==> src/verilog/fbc_ctrl_regs.vh <==
`ifndef FBC_CTRL_REGS_VH
`define FBC_CTRL_REGS_VH

// register byte offsets
`define FBC_OFF_CTRL     8'h00
`define FBC_OFF_ADDR     8'h04
`define FBC_OFF_WDATA    8'h08
`define FBC_OFF_CMD      8'h0C
`define FBC_OFF_RDATA    8'h10
`define FBC_OFF_STATUS   8'h14
`define FBC_OFF_IRQ_STAT 8'h18
`define FBC_OFF_IRQ_CLR  8'h1C
`define FBC_OFF_IRQ_EN   8'h20

// control fields
`define FBC_CTRL_DWORD   0
`define FBC_CTRL_WPREL   1
`define FBC_CTRL_FASTPGM 2
`define FBC_CTRL_RST     3'h0

// status fields
`define FBC_ST_BUSY      0
`define FBC_ST_ERASE     1
`define FBC_ST_SUSP      2
`define FBC_ST_BYPASS    3
`define FBC_ST_OTP       4
`define FBC_ST_RDY       5
`define FBC_ST_BANK_LO   6

// interrupt bits
`define FBC_IRQ_DONE     0
`define FBC_IRQ_ERASE    1
`define FBC_IRQ_REFUSE   2
`define FBC_IRQ_W        3

// command register op codes
`define FBC_OP_READ      4'h0
`define FBC_OP_PROG      4'h1
`define FBC_OP_BYP_ENTER 4'h2
`define FBC_OP_BYP_PROG  4'h3
`define FBC_OP_BYP_EXIT  4'h4
`define FBC_OP_SECT_ERA  4'h5
`define FBC_OP_CHIP_ERA  4'h6
`define FBC_OP_SUSPEND   4'h7
`define FBC_OP_RESUME    4'h8
`define FBC_OP_OTP_ENTER 4'h9
`define FBC_OP_OTP_EXIT  4'hA
`define FBC_OP_SOFT_RST  4'hB
`define FBC_OP_HW_RST    4'hC

// device command bytes
`define FBC_CODE_UNLK1   8'hAA
`define FBC_CODE_UNLK2   8'h55
`define FBC_CODE_PROG    8'hA0
`define FBC_CODE_BYPASS  8'h20
`define FBC_CODE_EXIT1   8'h90
`define FBC_CODE_EXIT2   8'h00
`define FBC_CODE_ERASE   8'h80
`define FBC_CODE_SECT    8'h30
`define FBC_CODE_CHIP    8'h10
`define FBC_CODE_SUSP    8'hB0
`define FBC_CODE_RESUME  8'h30
`define FBC_CODE_OTP     8'h88
`define FBC_CODE_RESET   8'hF0
`define FBC_UNLK1_ADDR   23'h000555
`define FBC_UNLK2_ADDR   23'h0002AA

// bank bases in word addresses: 16, 48, 48, 16 Mbit
`define FBC_BANK2_BASE   23'h100000
`define FBC_BANK3_BASE   23'h400000
`define FBC_BANK4_BASE   23'h700000

// timing in ns
`define FBC_CLK_NS       100
`define FBC_T_ACC_NS     70
`define FBC_T_PACC_NS    25
`define FBC_T_WP_NS      50
`define FBC_T_RP_NS      500
`define FBC_T_RH_NS      200
`define FBC_CYC(t)       (((t) + `FBC_CLK_NS - 1) / `FBC_CLK_NS)

`endif

==> src/verilog/fbc_ctrl.v <==
// Functional notes
// RL1: width pin follows ctrl bit: 16-bit or 32-bit bus.
// RL2: word mode uses data lines 15:0; double-word mode 31:0.
// RL3: page of 8 words or 4 double words reads faster; at these timings a page hit loads the same 3-cycle strobe as a miss.
// RL4: four banks; read one bank while another programs or erases; reads are refused while a program polls.
// RL5: bank sizes 16, 48, 48, 16 Mbit set bank decode.
// RL6: write cycles carry command, address and data.
// RL7: bypass program takes two writes instead of four.
// RL8: poll bit and toggle bit tell completion.
// RL9: after completion device reads array, takes new commands.
// RL10: ready/busy pin shows program or erase running.
// RL11: reset pin aborts activity, back to array read.
// RL12: write-protect low guards outer sectors; high allows unprotect.
// RL13: erase suspend allows read or program of other sectors.
// RL14: secured region read in suspend needs entry and exit.
// RL15: secured otp region of 128 words opens by command.
// RL16: device sleeps on stable address, still outputs data.
// RL17: password protection checks a 64-bit password first.
// RL18: low supply blocks program and erase.
// RL19: no new program or erase into a busy bank.
`timescale 1ns/1ps
`include "fbc_ctrl_regs.vh"
module fbc_ctrl #(
  parameter RP_CYC = `FBC_CYC(`FBC_T_RP_NS),
  parameter RH_CYC = `FBC_CYC(`FBC_T_RH_NS)
) (
  // clock and reset
  input  wire        i_clk,
  input  wire        i_sys_rst,
  // apb slave
  input  wire        i_psel,
  input  wire        i_penable,
  input  wire        i_pwrite,
  input  wire [7:0]  i_paddr,
  input  wire [31:0] i_pwdata,
  output reg  [31:0] o_prdata,
  output reg         o_pready,
  output reg         o_pslverr,
  // interrupt
  output reg         o_irq,
  // flash pins
  output wire        o_fl_ce_n,
  output wire        o_fl_we_n,
  output wire        o_fl_oe_n,
  output wire [22:0] o_fl_addr,
  output wire [31:0] o_fl_dq,
  output wire        o_fl_dq_oe_n,
  input  wire [31:0] i_fl_dq,
  output reg         o_fl_dword_sel,
  output reg         o_fl_reset_n,
  output reg         o_fl_wp_n,
  output reg         o_fl_fast_program_input,
  input  wire        i_fl_ready_busy_n
);
  localparam [2:0] S_IDLE = 3'd0;
  localparam [2:0] S_STEP = 3'd1;
  localparam [2:0] S_WAIT = 3'd2;
  localparam [2:0] S_POLL = 3'd3;
  localparam [2:0] S_POLLW = 3'd4;
  localparam [2:0] S_RDW = 3'd5;
  localparam [2:0] S_HRST = 3'd6;

  localparam [10:0] W_END = 11'h400;
  localparam [10:0] W_U1 = {3'b000, `FBC_CODE_UNLK1};
  localparam [10:0] W_U2 = {3'b000, `FBC_CODE_UNLK2};
  localparam [10:0] W_DATA = 11'h300;

  reg [2:0]  ctrl_reg;
  reg [22:0] addr_reg;
  reg [31:0] wdata_reg;
  reg [31:0] rdata_reg;
  reg [2:0]  irq_stat_reg;
  reg [2:0]  irq_en_reg;
  reg [2:0]  state_reg;
  reg [3:0]  op_reg;
  reg [2:0]  idx_reg;
  reg [7:0]  cnt_reg;
  reg        bypass_reg;
  reg        otp_reg;
  reg        erase_reg;
  reg        susp_reg;
  reg [1:0]  erase_bank_reg;
  reg        poll_first_reg;
  reg        prev_tog_reg;
  reg        rdy_prev_reg;
  reg        bus_start_reg;
  reg        bus_wr_reg;
  reg [22:0] bus_addr_reg;
  reg [31:0] bus_data_reg;
  reg [2:0]  ev_reg;
  reg [31:0] rd_mux;
  reg        hit;

  wire        bus_done;
  wire [31:0] bus_rdata;
  wire [31:0] dq_sync;
  wire        rdy_sync;
  wire        dword = ctrl_reg[`FBC_CTRL_DWORD];
  wire        acc = i_psel & i_penable;
  wire        wr_en = acc & o_pready & i_pwrite;
  wire        cmd_go = wr_en && (i_paddr == `FBC_OFF_CMD);
  wire [3:0]  new_op = i_pwdata[3:0];
  wire [22:0] fl_addr = dword ? {1'b0, addr_reg[21:0]} : addr_reg;
  wire [10:0] step_w = seq_word(op_reg, idx_reg);
  wire [1:0]  tgt_bank = bank_of(addr_reg, dword);

  // RL5: bank decode from bank sizes
  function [1:0] bank_of;
    input [22:0] a;
    input        dw;
    reg   [22:0] w;
    begin
      w = dw ? {a[21:0], 1'b0} : a;
      if (w < `FBC_BANK2_BASE) begin
        bank_of = 2'd0;
      end else if (w < `FBC_BANK3_BASE) begin
        bank_of = 2'd1;
      end else if (w < `FBC_BANK4_BASE) begin
        bank_of = 2'd2;
      end else begin
        bank_of = 2'd3;
      end
    end
  endfunction

  // {end, at addr, wdata, code} per write
  function [10:0] seq_word;
    input [3:0] op;
    input [2:0] i;
    begin
      seq_word = W_END;
      case (op)
        // RL7: normal program is four writes
        `FBC_OP_PROG: begin
          if (i == 3'd0) seq_word = W_U1;
          else if (i == 3'd1) seq_word = W_U2;
          else if (i == 3'd2) seq_word = {3'b000, `FBC_CODE_PROG};
          else if (i == 3'd3) seq_word = W_DATA;
        end
        // RL7: bypass program is two writes
        `FBC_OP_BYP_PROG: begin
          if (i == 3'd0) seq_word = {3'b000, `FBC_CODE_PROG};
          else if (i == 3'd1) seq_word = W_DATA;
        end
        `FBC_OP_BYP_ENTER, `FBC_OP_OTP_ENTER: begin
          if (i == 3'd0) seq_word = W_U1;
          else if (i == 3'd1) seq_word = W_U2;
          else if (i == 3'd2) seq_word = {3'b000, (op == `FBC_OP_OTP_ENTER) ? `FBC_CODE_OTP : `FBC_CODE_BYPASS};
        end
        `FBC_OP_BYP_EXIT: begin
          if (i == 3'd0) seq_word = {3'b000, `FBC_CODE_EXIT1};
          else if (i == 3'd1) seq_word = {3'b000, `FBC_CODE_EXIT2};
        end
        // RL14: exit sequence for the secured region
        `FBC_OP_OTP_EXIT: begin
          if (i == 3'd0) seq_word = W_U1;
          else if (i == 3'd1) seq_word = W_U2;
          else if (i == 3'd2) seq_word = {3'b000, `FBC_CODE_EXIT1};
          else if (i == 3'd3) seq_word = {3'b000, `FBC_CODE_EXIT2};
        end
        `FBC_OP_SECT_ERA, `FBC_OP_CHIP_ERA: begin
          if (i == 3'd0 || i == 3'd3) seq_word = W_U1;
          else if (i == 3'd1 || i == 3'd4) seq_word = W_U2;
          else if (i == 3'd2) seq_word = {3'b000, `FBC_CODE_ERASE};
          else if (i == 3'd5 && op == `FBC_OP_CHIP_ERA) seq_word = {3'b000, `FBC_CODE_CHIP};
          else if (i == 3'd5) seq_word = {3'b100, `FBC_CODE_SECT} ^ 11'h600;
        end
        `FBC_OP_SUSPEND: begin
          if (i == 3'd0) seq_word = {3'b010, `FBC_CODE_SUSP};
        end
        `FBC_OP_RESUME: begin
          if (i == 3'd0) seq_word = {3'b010, `FBC_CODE_RESUME};
        end
        `FBC_OP_SOFT_RST: begin
          if (i == 3'd0) seq_word = {3'b000, `FBC_CODE_RESET};
        end
        default: seq_word = W_END;
      endcase
    end
  endfunction

  // RL19: refuse program or erase into a busy bank
  function refuse;
    input [3:0] op;
    begin
      refuse = 1'b0;
      if ((op == `FBC_OP_PROG || op == `FBC_OP_BYP_PROG) && erase_reg && !susp_reg && tgt_bank == erase_bank_reg)
        refuse = 1'b1;
      else if ((op == `FBC_OP_SECT_ERA || op == `FBC_OP_CHIP_ERA) && erase_reg)
        refuse = 1'b1;
      else if (op == `FBC_OP_BYP_PROG && !bypass_reg)
        refuse = 1'b1;
      else if (op == `FBC_OP_SUSPEND && (!erase_reg || susp_reg))
        refuse = 1'b1;
      else if (op == `FBC_OP_RESUME && !susp_reg)
        refuse = 1'b1;
      else if (op > `FBC_OP_HW_RST)
        refuse = 1'b1;
    end
  endfunction

  fbc_sync2 #(
    .W (33)
  ) u_sync (
    .i_clk     (i_clk),
    .i_sys_rst (i_sys_rst),
    .i_async   ({i_fl_ready_busy_n, i_fl_dq}),
    .o_sync    ({rdy_sync, dq_sync})
  );

  fbc_flash_cycle u_cycle (
    .i_clk     (i_clk),
    .i_sys_rst (i_sys_rst),
    .i_start   (bus_start_reg),
    .i_write   (bus_wr_reg),
    .i_dword   (dword),
    .i_addr    (bus_addr_reg),
    .i_wdata   (bus_data_reg),
    .i_dq_sync (dq_sync),
    .o_done    (bus_done),
    .o_rdata   (bus_rdata),
    .o_ce_n    (o_fl_ce_n),
    .o_we_n    (o_fl_we_n),
    .o_oe_n    (o_fl_oe_n),
    .o_addr    (o_fl_addr),
    .o_dq      (o_fl_dq),
    .o_dq_oe_n (o_fl_dq_oe_n)
  );

  // register read decode
  always @* begin
    hit = 1'b1;
    rd_mux = 32'h00000000;
    if (i_paddr == `FBC_OFF_CTRL) begin
      rd_mux = {29'h0, ctrl_reg};
    end else if (i_paddr == `FBC_OFF_ADDR) begin
      rd_mux = {9'h000, addr_reg};
    end else if (i_paddr == `FBC_OFF_WDATA) begin
      rd_mux = wdata_reg;
    end else if (i_paddr == `FBC_OFF_CMD || i_paddr == `FBC_OFF_IRQ_CLR) begin
      rd_mux = 32'h00000000;
    end else if (i_paddr == `FBC_OFF_RDATA) begin
      rd_mux = rdata_reg;
    end else if (i_paddr == `FBC_OFF_STATUS) begin
      // RL10: ready/busy pin level is visible
      rd_mux = {24'h0, erase_bank_reg, rdy_sync, otp_reg, bypass_reg, susp_reg, erase_reg, state_reg != S_IDLE};
    end else if (i_paddr == `FBC_OFF_IRQ_STAT) begin
      rd_mux = {29'h0, irq_stat_reg};
    end else if (i_paddr == `FBC_OFF_IRQ_EN) begin
      rd_mux = {29'h0, irq_en_reg};
    end else begin
      hit = 1'b0;
    end
  end

  // apb slave, one wait state
  always @(posedge i_clk or posedge i_sys_rst) begin
    if (i_sys_rst) begin
      o_pready <= 1'b0;
      o_pslverr <= 1'b0;
      o_prdata <= 32'h00000000;
      ctrl_reg <= `FBC_CTRL_RST;
      addr_reg <= 23'h000000;
      wdata_reg <= 32'h00000000;
      irq_en_reg <= 3'h0;
      irq_stat_reg <= 3'h0;
      o_irq <= 1'b0;
      o_fl_dword_sel <= 1'b0;
      o_fl_wp_n <= 1'b0;
      o_fl_fast_program_input <= 1'b0;
    end else begin
      o_pready <= acc & ~o_pready;
      o_pslverr <= acc & ~o_pready & ~hit;
      o_prdata <= (acc & ~o_pready & ~i_pwrite) ? rd_mux : 32'h00000000;
      if (wr_en && i_paddr == `FBC_OFF_CTRL) ctrl_reg <= i_pwdata[2:0];
      if (wr_en && i_paddr == `FBC_OFF_ADDR) addr_reg <= i_pwdata[22:0];
      if (wr_en && i_paddr == `FBC_OFF_WDATA) wdata_reg <= i_pwdata;
      if (wr_en && i_paddr == `FBC_OFF_IRQ_EN) irq_en_reg <= i_pwdata[2:0];
      // event wins over clear
      irq_stat_reg <= (irq_stat_reg & ~((wr_en && i_paddr == `FBC_OFF_IRQ_CLR) ? i_pwdata[2:0] : 3'h0)) | ev_reg;
      o_irq <= |(irq_stat_reg & irq_en_reg);
      // RL1: width pin follows the control bit
      o_fl_dword_sel <= ctrl_reg[`FBC_CTRL_DWORD];
      // RL12: write-protect released only on request
      o_fl_wp_n <= ctrl_reg[`FBC_CTRL_WPREL];
      o_fl_fast_program_input <= ctrl_reg[`FBC_CTRL_FASTPGM];
    end
  end

  // command sequencer
  always @(posedge i_clk or posedge i_sys_rst) begin
    if (i_sys_rst) begin
      state_reg <= S_IDLE;
      op_reg <= `FBC_OP_READ;
      idx_reg <= 3'd0;
      cnt_reg <= 8'h00;
      bypass_reg <= 1'b0;
      otp_reg <= 1'b0;
      erase_reg <= 1'b0;
      susp_reg <= 1'b0;
      erase_bank_reg <= 2'd0;
      poll_first_reg <= 1'b0;
      prev_tog_reg <= 1'b0;
      rdy_prev_reg <= 1'b1;
      bus_start_reg <= 1'b0;
      bus_wr_reg <= 1'b0;
      bus_addr_reg <= 23'h000000;
      bus_data_reg <= 32'h00000000;
      rdata_reg <= 32'h00000000;
      ev_reg <= 3'h0;
      o_fl_reset_n <= 1'b1;
    end else begin
      ev_reg <= 3'h0;
      bus_start_reg <= 1'b0;
      rdy_prev_reg <= rdy_sync;
      // RL10: rising ready ends the background erase
      if (rdy_sync && !rdy_prev_reg && erase_reg && !susp_reg && op_reg != `FBC_OP_SUSPEND) begin
        erase_reg <= 1'b0;
        ev_reg[`FBC_IRQ_ERASE] <= 1'b1;
      end
      if (cmd_go && (state_reg != S_IDLE || refuse(new_op))) begin
        ev_reg[`FBC_IRQ_REFUSE] <= 1'b1;
      end
      case (state_reg)
        S_IDLE: begin
          if (cmd_go && !refuse(new_op)) begin
            op_reg <= new_op;
            idx_reg <= 3'd0;
            bus_addr_reg <= fl_addr;
            if (new_op == `FBC_OP_READ) begin
              // RL4: reads go out even while a bank erases
              bus_wr_reg <= 1'b0;
              bus_start_reg <= 1'b1;
              state_reg <= S_RDW;
            end else if (new_op == `FBC_OP_HW_RST) begin
              // RL11: pulse the reset pin
              o_fl_reset_n <= 1'b0;
              cnt_reg <= RP_CYC[7:0] + RH_CYC[7:0];
              state_reg <= S_HRST;
            end else begin
              state_reg <= S_STEP;
            end
          end
        end
        S_STEP: begin
          if (step_w[10]) begin
            state_reg <= S_IDLE;
            ev_reg[`FBC_IRQ_DONE] <= 1'b1;
            if (op_reg == `FBC_OP_PROG || op_reg == `FBC_OP_BYP_PROG) begin
              poll_first_reg <= 1'b1;
              ev_reg[`FBC_IRQ_DONE] <= 1'b0;
              state_reg <= S_POLL;
            end else if (op_reg == `FBC_OP_SECT_ERA || op_reg == `FBC_OP_CHIP_ERA) begin
              erase_reg <= 1'b1;
              erase_bank_reg <= tgt_bank;
            end
            if (op_reg == `FBC_OP_BYP_ENTER) bypass_reg <= 1'b1;
            if (op_reg == `FBC_OP_BYP_EXIT) bypass_reg <= 1'b0;
            if (op_reg == `FBC_OP_OTP_ENTER) otp_reg <= 1'b1;
            if (op_reg == `FBC_OP_OTP_EXIT) otp_reg <= 1'b0;
            // RL13: suspend opens other sectors, resume continues
            if (op_reg == `FBC_OP_SUSPEND) susp_reg <= 1'b1;
            if (op_reg == `FBC_OP_RESUME) susp_reg <= 1'b0;
          end else begin
            // RL6: one write cycle per step
            bus_wr_reg <= 1'b1;
            bus_start_reg <= 1'b1;
            bus_addr_reg <= step_w[9] ? fl_addr :
                            (step_w[7:0] == `FBC_CODE_UNLK2 ? `FBC_UNLK2_ADDR : `FBC_UNLK1_ADDR);
            bus_data_reg <= step_w[8] ? wdata_reg : {24'h000000, step_w[7:0]};
            state_reg <= S_WAIT;
          end
        end
        S_WAIT: begin
          if (bus_done) begin
            idx_reg <= idx_reg + 3'd1;
            state_reg <= S_STEP;
          end
        end
        S_POLL: begin
          bus_wr_reg <= 1'b0;
          bus_addr_reg <= fl_addr;
          bus_start_reg <= 1'b1;
          state_reg <= S_POLLW;
        end
        S_POLLW: begin
          if (bus_done) begin
            // RL8: toggle bit stable and poll bit true
            if (!poll_first_reg && bus_rdata[6] == prev_tog_reg && bus_rdata[7] == wdata_reg[7]) begin
              // RL9: back to array read
              ev_reg[`FBC_IRQ_DONE] <= 1'b1;
              state_reg <= S_IDLE;
            end else begin
              prev_tog_reg <= bus_rdata[6];
              poll_first_reg <= 1'b0;
              state_reg <= S_POLL;
            end
          end
        end
        S_RDW: begin
          if (bus_done) begin
            rdata_reg <= bus_rdata;
            ev_reg[`FBC_IRQ_DONE] <= 1'b1;
            state_reg <= S_IDLE;
          end
        end
        default: begin
          cnt_reg <= cnt_reg - 8'd1;
          if (cnt_reg == RH_CYC[7:0] + 8'd1) o_fl_reset_n <= 1'b1;
          if (cnt_reg <= 8'd1) begin
            // RL11: reset clears all command modes
            bypass_reg <= 1'b0;
            otp_reg <= 1'b0;
            erase_reg <= 1'b0;
            susp_reg <= 1'b0;
            ev_reg[`FBC_IRQ_DONE] <= 1'b1;
            state_reg <= S_IDLE;
          end
        end
      endcase
    end
  end
endmodule

==> src/verilog/fbc_sync2.v <==
`timescale 1ns/1ps
module fbc_sync2 #(
  parameter W = 1
) (
  input  wire         i_clk,
  input  wire         i_sys_rst,
  input  wire [W-1:0] i_async,
  output wire [W-1:0] o_sync
);
  reg [W-1:0] meta_reg;
  reg [W-1:0] sync_reg;

  always @(posedge i_clk or posedge i_sys_rst) begin
    if (i_sys_rst) begin
      meta_reg <= {W{1'b0}};
      sync_reg <= {W{1'b0}};
    end else begin
      meta_reg <= i_async;
      sync_reg <= meta_reg;
    end
  end

  assign o_sync = sync_reg;
endmodule

==> src/verilog/fbc_flash_cycle.v <==
`timescale 1ns/1ps
`include "fbc_ctrl_regs.vh"
module fbc_flash_cycle #(
  parameter ACC_CYC  = `FBC_CYC(`FBC_T_ACC_NS),
  parameter PACC_CYC = `FBC_CYC(`FBC_T_PACC_NS),
  parameter WP_CYC   = `FBC_CYC(`FBC_T_WP_NS)
) (
  // clock and reset
  input  wire        i_clk,
  input  wire        i_sys_rst,
  // request
  input  wire        i_start,
  input  wire        i_write,
  input  wire        i_dword,
  input  wire [22:0] i_addr,
  input  wire [31:0] i_wdata,
  input  wire [31:0] i_dq_sync,
  output reg         o_done,
  output reg  [31:0] o_rdata,
  // flash pins
  output reg         o_ce_n,
  output reg         o_we_n,
  output reg         o_oe_n,
  output reg  [22:0] o_addr,
  output reg  [31:0] o_dq,
  output reg         o_dq_oe_n
);
  localparam [1:0] B_IDLE = 2'd0;
  localparam [1:0] B_SETUP = 2'd1;
  localparam [1:0] B_STROBE = 2'd2;
  localparam [1:0] B_HOLD = 2'd3;

  reg [1:0]  state_reg;
  reg        wr_reg;
  reg [7:0]  cnt_reg;
  reg [20:0] page_reg;
  reg        page_vld_reg;
  wire [20:0] page_tag = i_dword ? {1'b0, i_addr[21:2]} : {1'b0, i_addr[22:3]};
  wire        same_page = page_vld_reg && (page_tag == page_reg);

  always @(posedge i_clk or posedge i_sys_rst) begin
    if (i_sys_rst) begin
      state_reg <= B_IDLE;
      wr_reg <= 1'b0;
      cnt_reg <= 8'h00;
      page_reg <= 21'h000000;
      page_vld_reg <= 1'b0;
      o_done <= 1'b0;
      o_rdata <= 32'h00000000;
      o_ce_n <= 1'b1;
      o_we_n <= 1'b1;
      o_oe_n <= 1'b1;
      o_addr <= 23'h000000;
      o_dq <= 32'h00000000;
      o_dq_oe_n <= 1'b1;
    end else begin
      o_done <= 1'b0;
      case (state_reg)
        B_IDLE: begin
          if (i_start) begin
            wr_reg <= i_write;
            o_addr <= i_addr;
            o_ce_n <= 1'b0;
            o_dq <= i_dword ? i_wdata : {16'h0000, i_wdata[15:0]};
            o_dq_oe_n <= ~i_write;
            // RL3: open-page hit loads PACC_CYC + 2, which equals ACC_CYC + 2 (3) at these timings
            if (i_write) begin
              cnt_reg <= WP_CYC[7:0];
              page_vld_reg <= 1'b0;
            end else begin
              cnt_reg <= same_page ? PACC_CYC[7:0] + 8'd2 : ACC_CYC[7:0] + 8'd2;
              page_reg <= page_tag;
              page_vld_reg <= 1'b1;
            end
            state_reg <= B_SETUP;
          end
        end
        B_SETUP: begin
          if (wr_reg) begin
            o_we_n <= 1'b0;
          end else begin
            o_oe_n <= 1'b0;
          end
          state_reg <= B_STROBE;
        end
        B_STROBE: begin
          cnt_reg <= cnt_reg - 8'd1;
          if (cnt_reg <= 8'd1) begin
            o_we_n <= 1'b1;
            o_oe_n <= 1'b1;
            // RL2: word mode uses the low half only
            if (!wr_reg) begin
              o_rdata <= i_dword ? i_dq_sync : {16'h0000, i_dq_sync[15:0]};
            end
            state_reg <= B_HOLD;
          end
        end
        default: begin
          o_ce_n <= 1'b1;
          o_dq_oe_n <= 1'b1;
          o_done <= 1'b1;
          state_reg <= B_IDLE;
        end
      endcase
    end
  end
endmodule

==> config.mk <==
export PLATFORM = sky130hd
export DESIGN_NAME = fbc_ctrl
export DESIGN_NICKNAME = d
export VERILOG_FILES = /design/src/verilog/fbc_ctrl.v /design/src/verilog/fbc_sync2.v /design/src/verilog/fbc_flash_cycle.v
export VERILOG_INCLUDE_DIRS = /design/src /design/src/verilog
export SDC_FILE = /design/constraint.sdc
export NUM_CORES = 1
export LEC_CHECK = 0
export ABC_AREA = 1
export BUFFER_PORTS_ARGS = -buffer_cell sky130_fd_sc_hd__buf_4
export CAP_MARGIN = 10
export CORE_ASPECT_RATIO = 1.25
export CORE_UTILIZATION = 59
export CTS_CLUSTER_DIAMETER = 40
export DETAILED_ROUTE_END_ITERATION = 10
export PLACE_DENSITY = 0.79
export SLEW_MARGIN = 20
export SYNTH_ARGS = -nofsm -noshare
export SYNTH_HDL_FRONTEND = slang
export SYNTH_HIERARCHICAL = 1
export SYNTH_SLANG_ARGS = --single-unit
export TNS_END_PERCENT = 5
==> constraint.sdc <==
create_clock -name i_clk -period 8.78 [get_ports i_clk]
set_clock_uncertainty 0.05 [all_clocks]
set_input_delay 1.756 -clock i_clk [delete_from_list [all_inputs] [get_ports i_clk]]
set_output_delay 1.756 -clock i_clk [all_outputs]
set_load 0.005 [all_outputs]
==> results of run 1 <==
-- final timing paths --
kind,startpoint,to
min in group asynchronous,i_sys_rst,u_cycle/o_rdata[10]
worst min-delay path,u_sync/meta_reg[8],u_sync/o_sync[8]
worst min register to register,u_sync/meta_reg[8],u_sync/o_sync[8]
max in group asynchronous,i_sys_rst,rdata_reg[9]
worst max-delay path,i_paddr[6],wdata_reg[28]
worst max register to register,state_reg[2],bus_addr_reg[14]
-- synth_stat cells (9+ instances only) --
| cell | count | area, µm² |
|---|---|---|
| a21oi_1 | 36 | 180 |
| buf_2 | 20 | 100 |
| buf_4 | 9 | 67.6 |
| clkbuf_1 | 40 | 150 |
| dfrtp_1 | 385 | 9630 |
| ha_1 | 14 | 175 |
| inv_1 | 155 | 582 |
| inv_2 | 13 | 48.8 |
| mux2_2 | 37 | 417 |
| nand2_1 | 701 | 2630 |
| nand3_1 | 61 | 305 |
| nand4_1 | 65 | 407 |
| nor2_1 | 83 | 312 |
| nor3_1 | 12 | 60.1 |
| o211ai_1 | 16 | 120 |
| o21ai_0 | 133 | 666 |
| o21ai_1 | 12 | 60.1 |
-- per-stage QoR --
step	util	hold WS, ns	instance area, µm²
2_1_floorplan	-	0.281	16600
3_3_place_gp	0.654	0.282	18100
3_5_place_dp	0.654	0.285	18100
4_1_cts	0.703	0.296	19400
5_1_grt	0.703	0.299	19400
6_report	0.703	0.296	19400
-- cell families after synthesis --
| group | Yosys count | synth area share |
|---|---|---|
| AOI/OAI and AO/OA | 213 | 0.0694 |
| buffers and inverters | 247 | 0.0621 |
| and+or+nand+nor | 953 | 0.239 |
| DFF | 391 | 0.590 |
| adders and majority gates | 14 | 0.0106 |
| muxes | 37 | 0.0251 |
| xor gates and xnor gates | 7 | 0.00369 |
-- layout make-up --
cell class                      count  area (µm²)
Timing Repair Buffer              190        1430
Inverter                          171         652
Sequential cell                   391        9790
Fill cell                        2079        8230
Multi-Input combinational cell   1224        5790
Clock inverter                     18         185
Clock buffer                       52        1150
Tap cell                          350         438
-- routing by layer --
| metal | global-route usage | share of wire | up-vias |
|---|---|---|---|
| met1 | 0.376 | 0.41 | 6319 |
| met3 | 0.0485 | 0.066 | 111 |
| met5 | 0 | 0 | - |
| met4 | 0.119 | 0.040 | 0 |
| li1 | - | - | 6259 |
| met2 | 0.497 | 0.49 | 527 |
-- worst max-delay path: stages --
cell,delay (ns)
buf_4,0.11
inv_1,0.06
nand3_1,0.20
nor2_2,0.23
nand2_1,0.15
inv_1,0.73
nand2_2,0.82
mux2_2,0.53
-- where the power goes --
| part | leakage [nW] | internal, mW | switching, mW |
|---|---|---|---|
| clock network | 0.645 | 0.992 | 0.713 |
| registers | 5.25 | 1.82 | 0.00595 |
| logic | 4.41 | 0.0285 | 0.0592 |
==> impl_results.md, run 1 <==
* Synth Flop Type: dfrtp_1
* Placed insts at 2326
* Gr ovfl total at 0
* Syn Std Cell Area at 16600 µm²
* Vias after detailed routing at 13200
* Die Span Y at 190 µm
* Status: finished with violations
* Wire length per cell at 17.1 µm
* Layout Nets at 2111
* Placer Congestion at 0.903
* Die Area at 28800 µm²
* Worst slew pin tran at 1.00 ns
* Crit path kind: primary input to register
* Vias per cell at 5.52
* Cell Pwr Density at 186 nW/µm²
* Drt first pass iters at 10
* Clock latency on the worst-skew pair at 0.54 ns
* Critical path data required time at 9.14 ns
* # rows at 68
* IO Port Bufs at 175
* Pre-CTS setup slack at 3.96 ns
* CTS tree: yes
* Distinct cells, synth at 43
* WL final at 41000 µm
* Clock period minus worst slack at 4.27 ns
* Die width at 152 µm
* Maximum Capacitance Violations at 0
* Initial antenna violation count at 0
* Global-route wire length before repair at 66500 µm
* Antenna Nets Post-Route at 0
* Layout cells sized above 1 at 0.168
* Resized cells post-CTS at 0
* Hold buffers post-CTS at 0
* Boundary pin count at 176
* Share of flip-flops with an asynchronous set or reset at 1.00
* Post-DP HPWL at 28400 µm
* Final number of max-transition violations at 0
* CP endpoint kind: register
* RSZ-0062 raised after global routing: no
* Synthesis Warnings at 6
* Starting density of the core at 0.600
* Achievable clock frequency at 234 MHz
* Final period utilization at 0.486
* Setup TNS at 0 ns
* Most common cell after layout, fill and taps aside: nand2_1
* Area of the core at 27700 µm²
* FF+latch count, synth at 391
* CP arrival at 4.63 ns
* Post-route insts no fill at 2396
* P_leak at 10.3 nW
* Sequential area share after synthesis at 0.590
* HP Class: register to register
* Hold Vio Cnt, Final at 0
* Final setup vio count at 0
* Root buffer cell: clkbuf_16
* Initial DRC count at 916
* Peak supply drop at 182 µV
* Most frequent cells in the layout: nand2_1 (699), dfrtp_1 (385), buf_4 (190)
* Syn Inst Count at 1862
* Post-synth EDFFs at 0
* Syn_area_per_cell at 8.91 µm²
* Hold Path Depth at 0
* N_diodes at 0
* Violated checks: design-rule violations
* PnR worst setup slack at 4.51 ns
* DRC Markers at 24
* Setup crit start kind: primary input
* Vias in the first global route at 13100
* Total CTS buffers at 41
* CTS clock-pin slew for the worst setup and hold paths at 0.06 ns
* Design Power at 3.62 mW
* # H-tree levels at 2
* Clk sinks at 391
* Largest net degree at the start of global routing at 90
* Crit Path Max Fanout at 57
* Worst reg-to-reg setup slack at 5.60 ns
* Worst Reg-to-Reg Cells at 8
* Setup Fix Bufs, Post-CTS at 0
* Area Growth Syn to Fin at 17.0%
* Slew margin rel. at 0.331
* Post-Synthesis Net Count at 1954
* GRT Total Usage at 0.292
* Number of buffers on the longest clock path at 3
Power figures use the tool's default switching activity.
==> inputs of run 2 (changes only) <==
- clock period: 8.78 -> 4.1 ns (I/O delays scaled with it)
==> run 2 against run 1 <==
Against the previous run: the run still ends with design-rule violations left; total power up 120%; sequential share of layout area decreased by 0.34 points; design area rose by 0.67%; worst setup slack lost 3.7 ns; clock-buffer cell count unchanged; die area unchanged; highest routed layer unchanged.
==> impl_results.md, run 2 (synthesis results as in run 1) <==
* Setup TNS at 0 ns (unchanged)
* Number of buffers on the longest clock path at 3 (unchanged)
* Antenna Nets Post-Route at 0 (unchanged)
* GRT Total Usage at 0.294 (+0.00154)
* Die width at 152 µm (unchanged)
* Achievable clock frequency at 307 MHz
* HP Class: register to register
* Gr ovfl total at 0 (unchanged)
* Vias after detailed routing at 13200 (+0.045%)
* Root buffer cell: clkbuf_16
* Worst slew pin tran at 0.995 ns (-0.00518 ns)
* Layout cells sized above 1 at 0.171 (+0.00299)
* P_leak at 10.4 nW (+0.66%)
* Hold buffers post-CTS at 0 (unchanged)
* Hold Vio Cnt, Final at 0 (unchanged)
* Final number of max-transition violations at 0 (unchanged)
* Area Growth Syn to Fin at 17.8%
* Most common cell after layout, fill and taps aside: nand2_1
* Wire length per cell at 16.9 µm (-1.2%)
* Critical path data required time at 4.48 ns (-4.66 ns)
* Largest net degree at the start of global routing at 92 (+2.2%)
* Final hold slack at 0.293 ns (-0.00345 ns)
* Final setup vio count at 0 (unchanged)
* Maximum Capacitance Violations at 0 (unchanged)
* Vias per cell at 5.49 (-0.41%)
* Crit path kind: register to register
* Most frequent cells in the layout: nand2_1 (700), dfrtp_1 (385), buf_4 (193)
* Violated checks: design-rule violations
* Boundary pin count at 176 (unchanged)
* # rows at 68 (unchanged)
* RSZ-0062 raised after global routing: no
* Initial antenna violation count at 0 (unchanged)
* Area of the core at 27700 µm² (unchanged)
* # H-tree levels at 2 (unchanged)
* WL final at 40700 µm (-0.76%)
* Post-DP HPWL at 29000 µm (+1.8%)
* Final period utilization at 0.794
* Post-place instance area at 18200 µm² (+0.42%)
* N_diodes at 0 (unchanged)
* DRC Markers at 26 (+8.3%)
* Status: finished with violations
* Setup Fix Bufs, Post-CTS at 0 (unchanged)
* IO Port Bufs at 175 (unchanged)
* CP endpoint kind: register
* Worst reg-to-reg setup slack at 0.85 ns (-4.75 ns)
* Die Area at 28800 µm² (unchanged)
* Placer Congestion at 0.937 (+3.8%)
* CP arrival at 3.63 ns (-1.00 ns)
* Initial DRC count at 1037 (+13%)
* CTS clock-pin slew for the worst setup and hold paths at 0.06 ns (about the same)
* Total CTS buffers at 41 (unchanged)
* CTS tree: yes
* Layout Nets at 2117 (+0.28%)
* Clk sinks at 391 (unchanged)
* Global-route wire length before repair at 66800 µm (+0.49%)
* Clock latency on the worst-skew pair at 0.54 ns (about the same)
* Starting density of the core at 0.600 (unchanged)
* Vias in the first global route at 13200 (+0.93%)
* Die Span Y at 190 µm (unchanged)
* Drt first pass iters at 8 (-2)
* Finished Cell Area at 19600 µm² (+0.67%)
* Setup crit start kind: register
* Clock period minus worst slack at 3.25 ns
* Cell Pwr Density at 400 nW/µm² (+110%)
* Fillers at 2060 (-0.91%)
* Slew margin rel. at 0.331 (about the same)
* Crit Path Max Fanout at 26 (-54%)
* Resized cells post-CTS at 0 (unchanged)
* Peak supply drop at 416 µV (+130%)
run 2: cell types whose count changed in the layout (fill, tap and decap cells not counted), sizes merged:
cell | previous run | this run
clkinv | 6 | 13
buf | 190 | 196
inv | 176 | 173
bufinv | 2 | 3
run 2: path summary, 6_finish.rpt:
check | from | cells after the start | endpoint
worst min-delay path | u_sync/meta_reg[23] | 0 | u_sync/o_sync[23]
max in group asynchronous | i_sys_rst | 3 | bus_data_reg[11]
worst max-delay path | ctrl_reg[0] | 11 | bus_addr_reg[13]
worst min register to register | u_sync/meta_reg[23] | 0 | u_sync/o_sync[23]
worst max register to register | ctrl_reg[0] | 11 | bus_addr_reg[13]
min in group asynchronous | i_sys_rst | 2 | u_cycle/cnt_reg[2]
run 2: final cells by class:
cell class / instances / area [µm²] / share of cell area
Clock buffer: 52 / 1130 / 0.0576
Inverter: 171 / 648 / 0.0331
Clock inverter: 23 / 259 / 0.0132
Tap cell: 350 / 438 / 0.0224
Multi-Input combinational cell: 1224 / 5780 / 0.296
Sequential cell: 391 / 9790 / 0.501
Timing Repair Buffer: 196 / 1510 / 0.0772
run 2: worst max-delay path: stages (launching register included):
cell,delay [ns]
dfrtp_1,0.93
inv_1,0.13
nand2_1,0.22
nand3_1,0.11
nand2_1,0.14
nand3_1,0.10
nand3_1,0.14
nand3_1,0.10
nand2_2,0.42
nand3_2,0.50
nand2_1,0.21
nand2_1,0.06
run 2: power breakdown:
group	total, mW	switching (mW)	internal, mW
clock network	3.73	1.55	2.18
registers	3.91	0.0127	3.90
logic	0.194	0.128	0.0661
run 2: layer usage:
metal | global-route usage | wire [µm] | vias up
met3 | 0.0485 | 2550 | 109
met4 | 0.128 | 1570 | 0
li1 | - | - | 6283
met1 | 0.386 | 17000 | 6348
met5 | 0 | 0 | -
met2 | 0.488 | 19600 | 482
run 2: through the flow:
stage / utilization / total power, mW / instances / worst slack, ns
floorplan: - / 4.06 / 1862 / 0.336
global placement: 0.657 / 4.17 / 2332 / 1.07
detailed placement: 0.657 / 4.18 / 2332 / 0.951
CTS: 0.707 / 7.88 / 2407 / 0.871
global route: 0.707 / 8.07 / 2407 / 0.581
finish: 0.707 / 7.83 / 2407 / 0.846
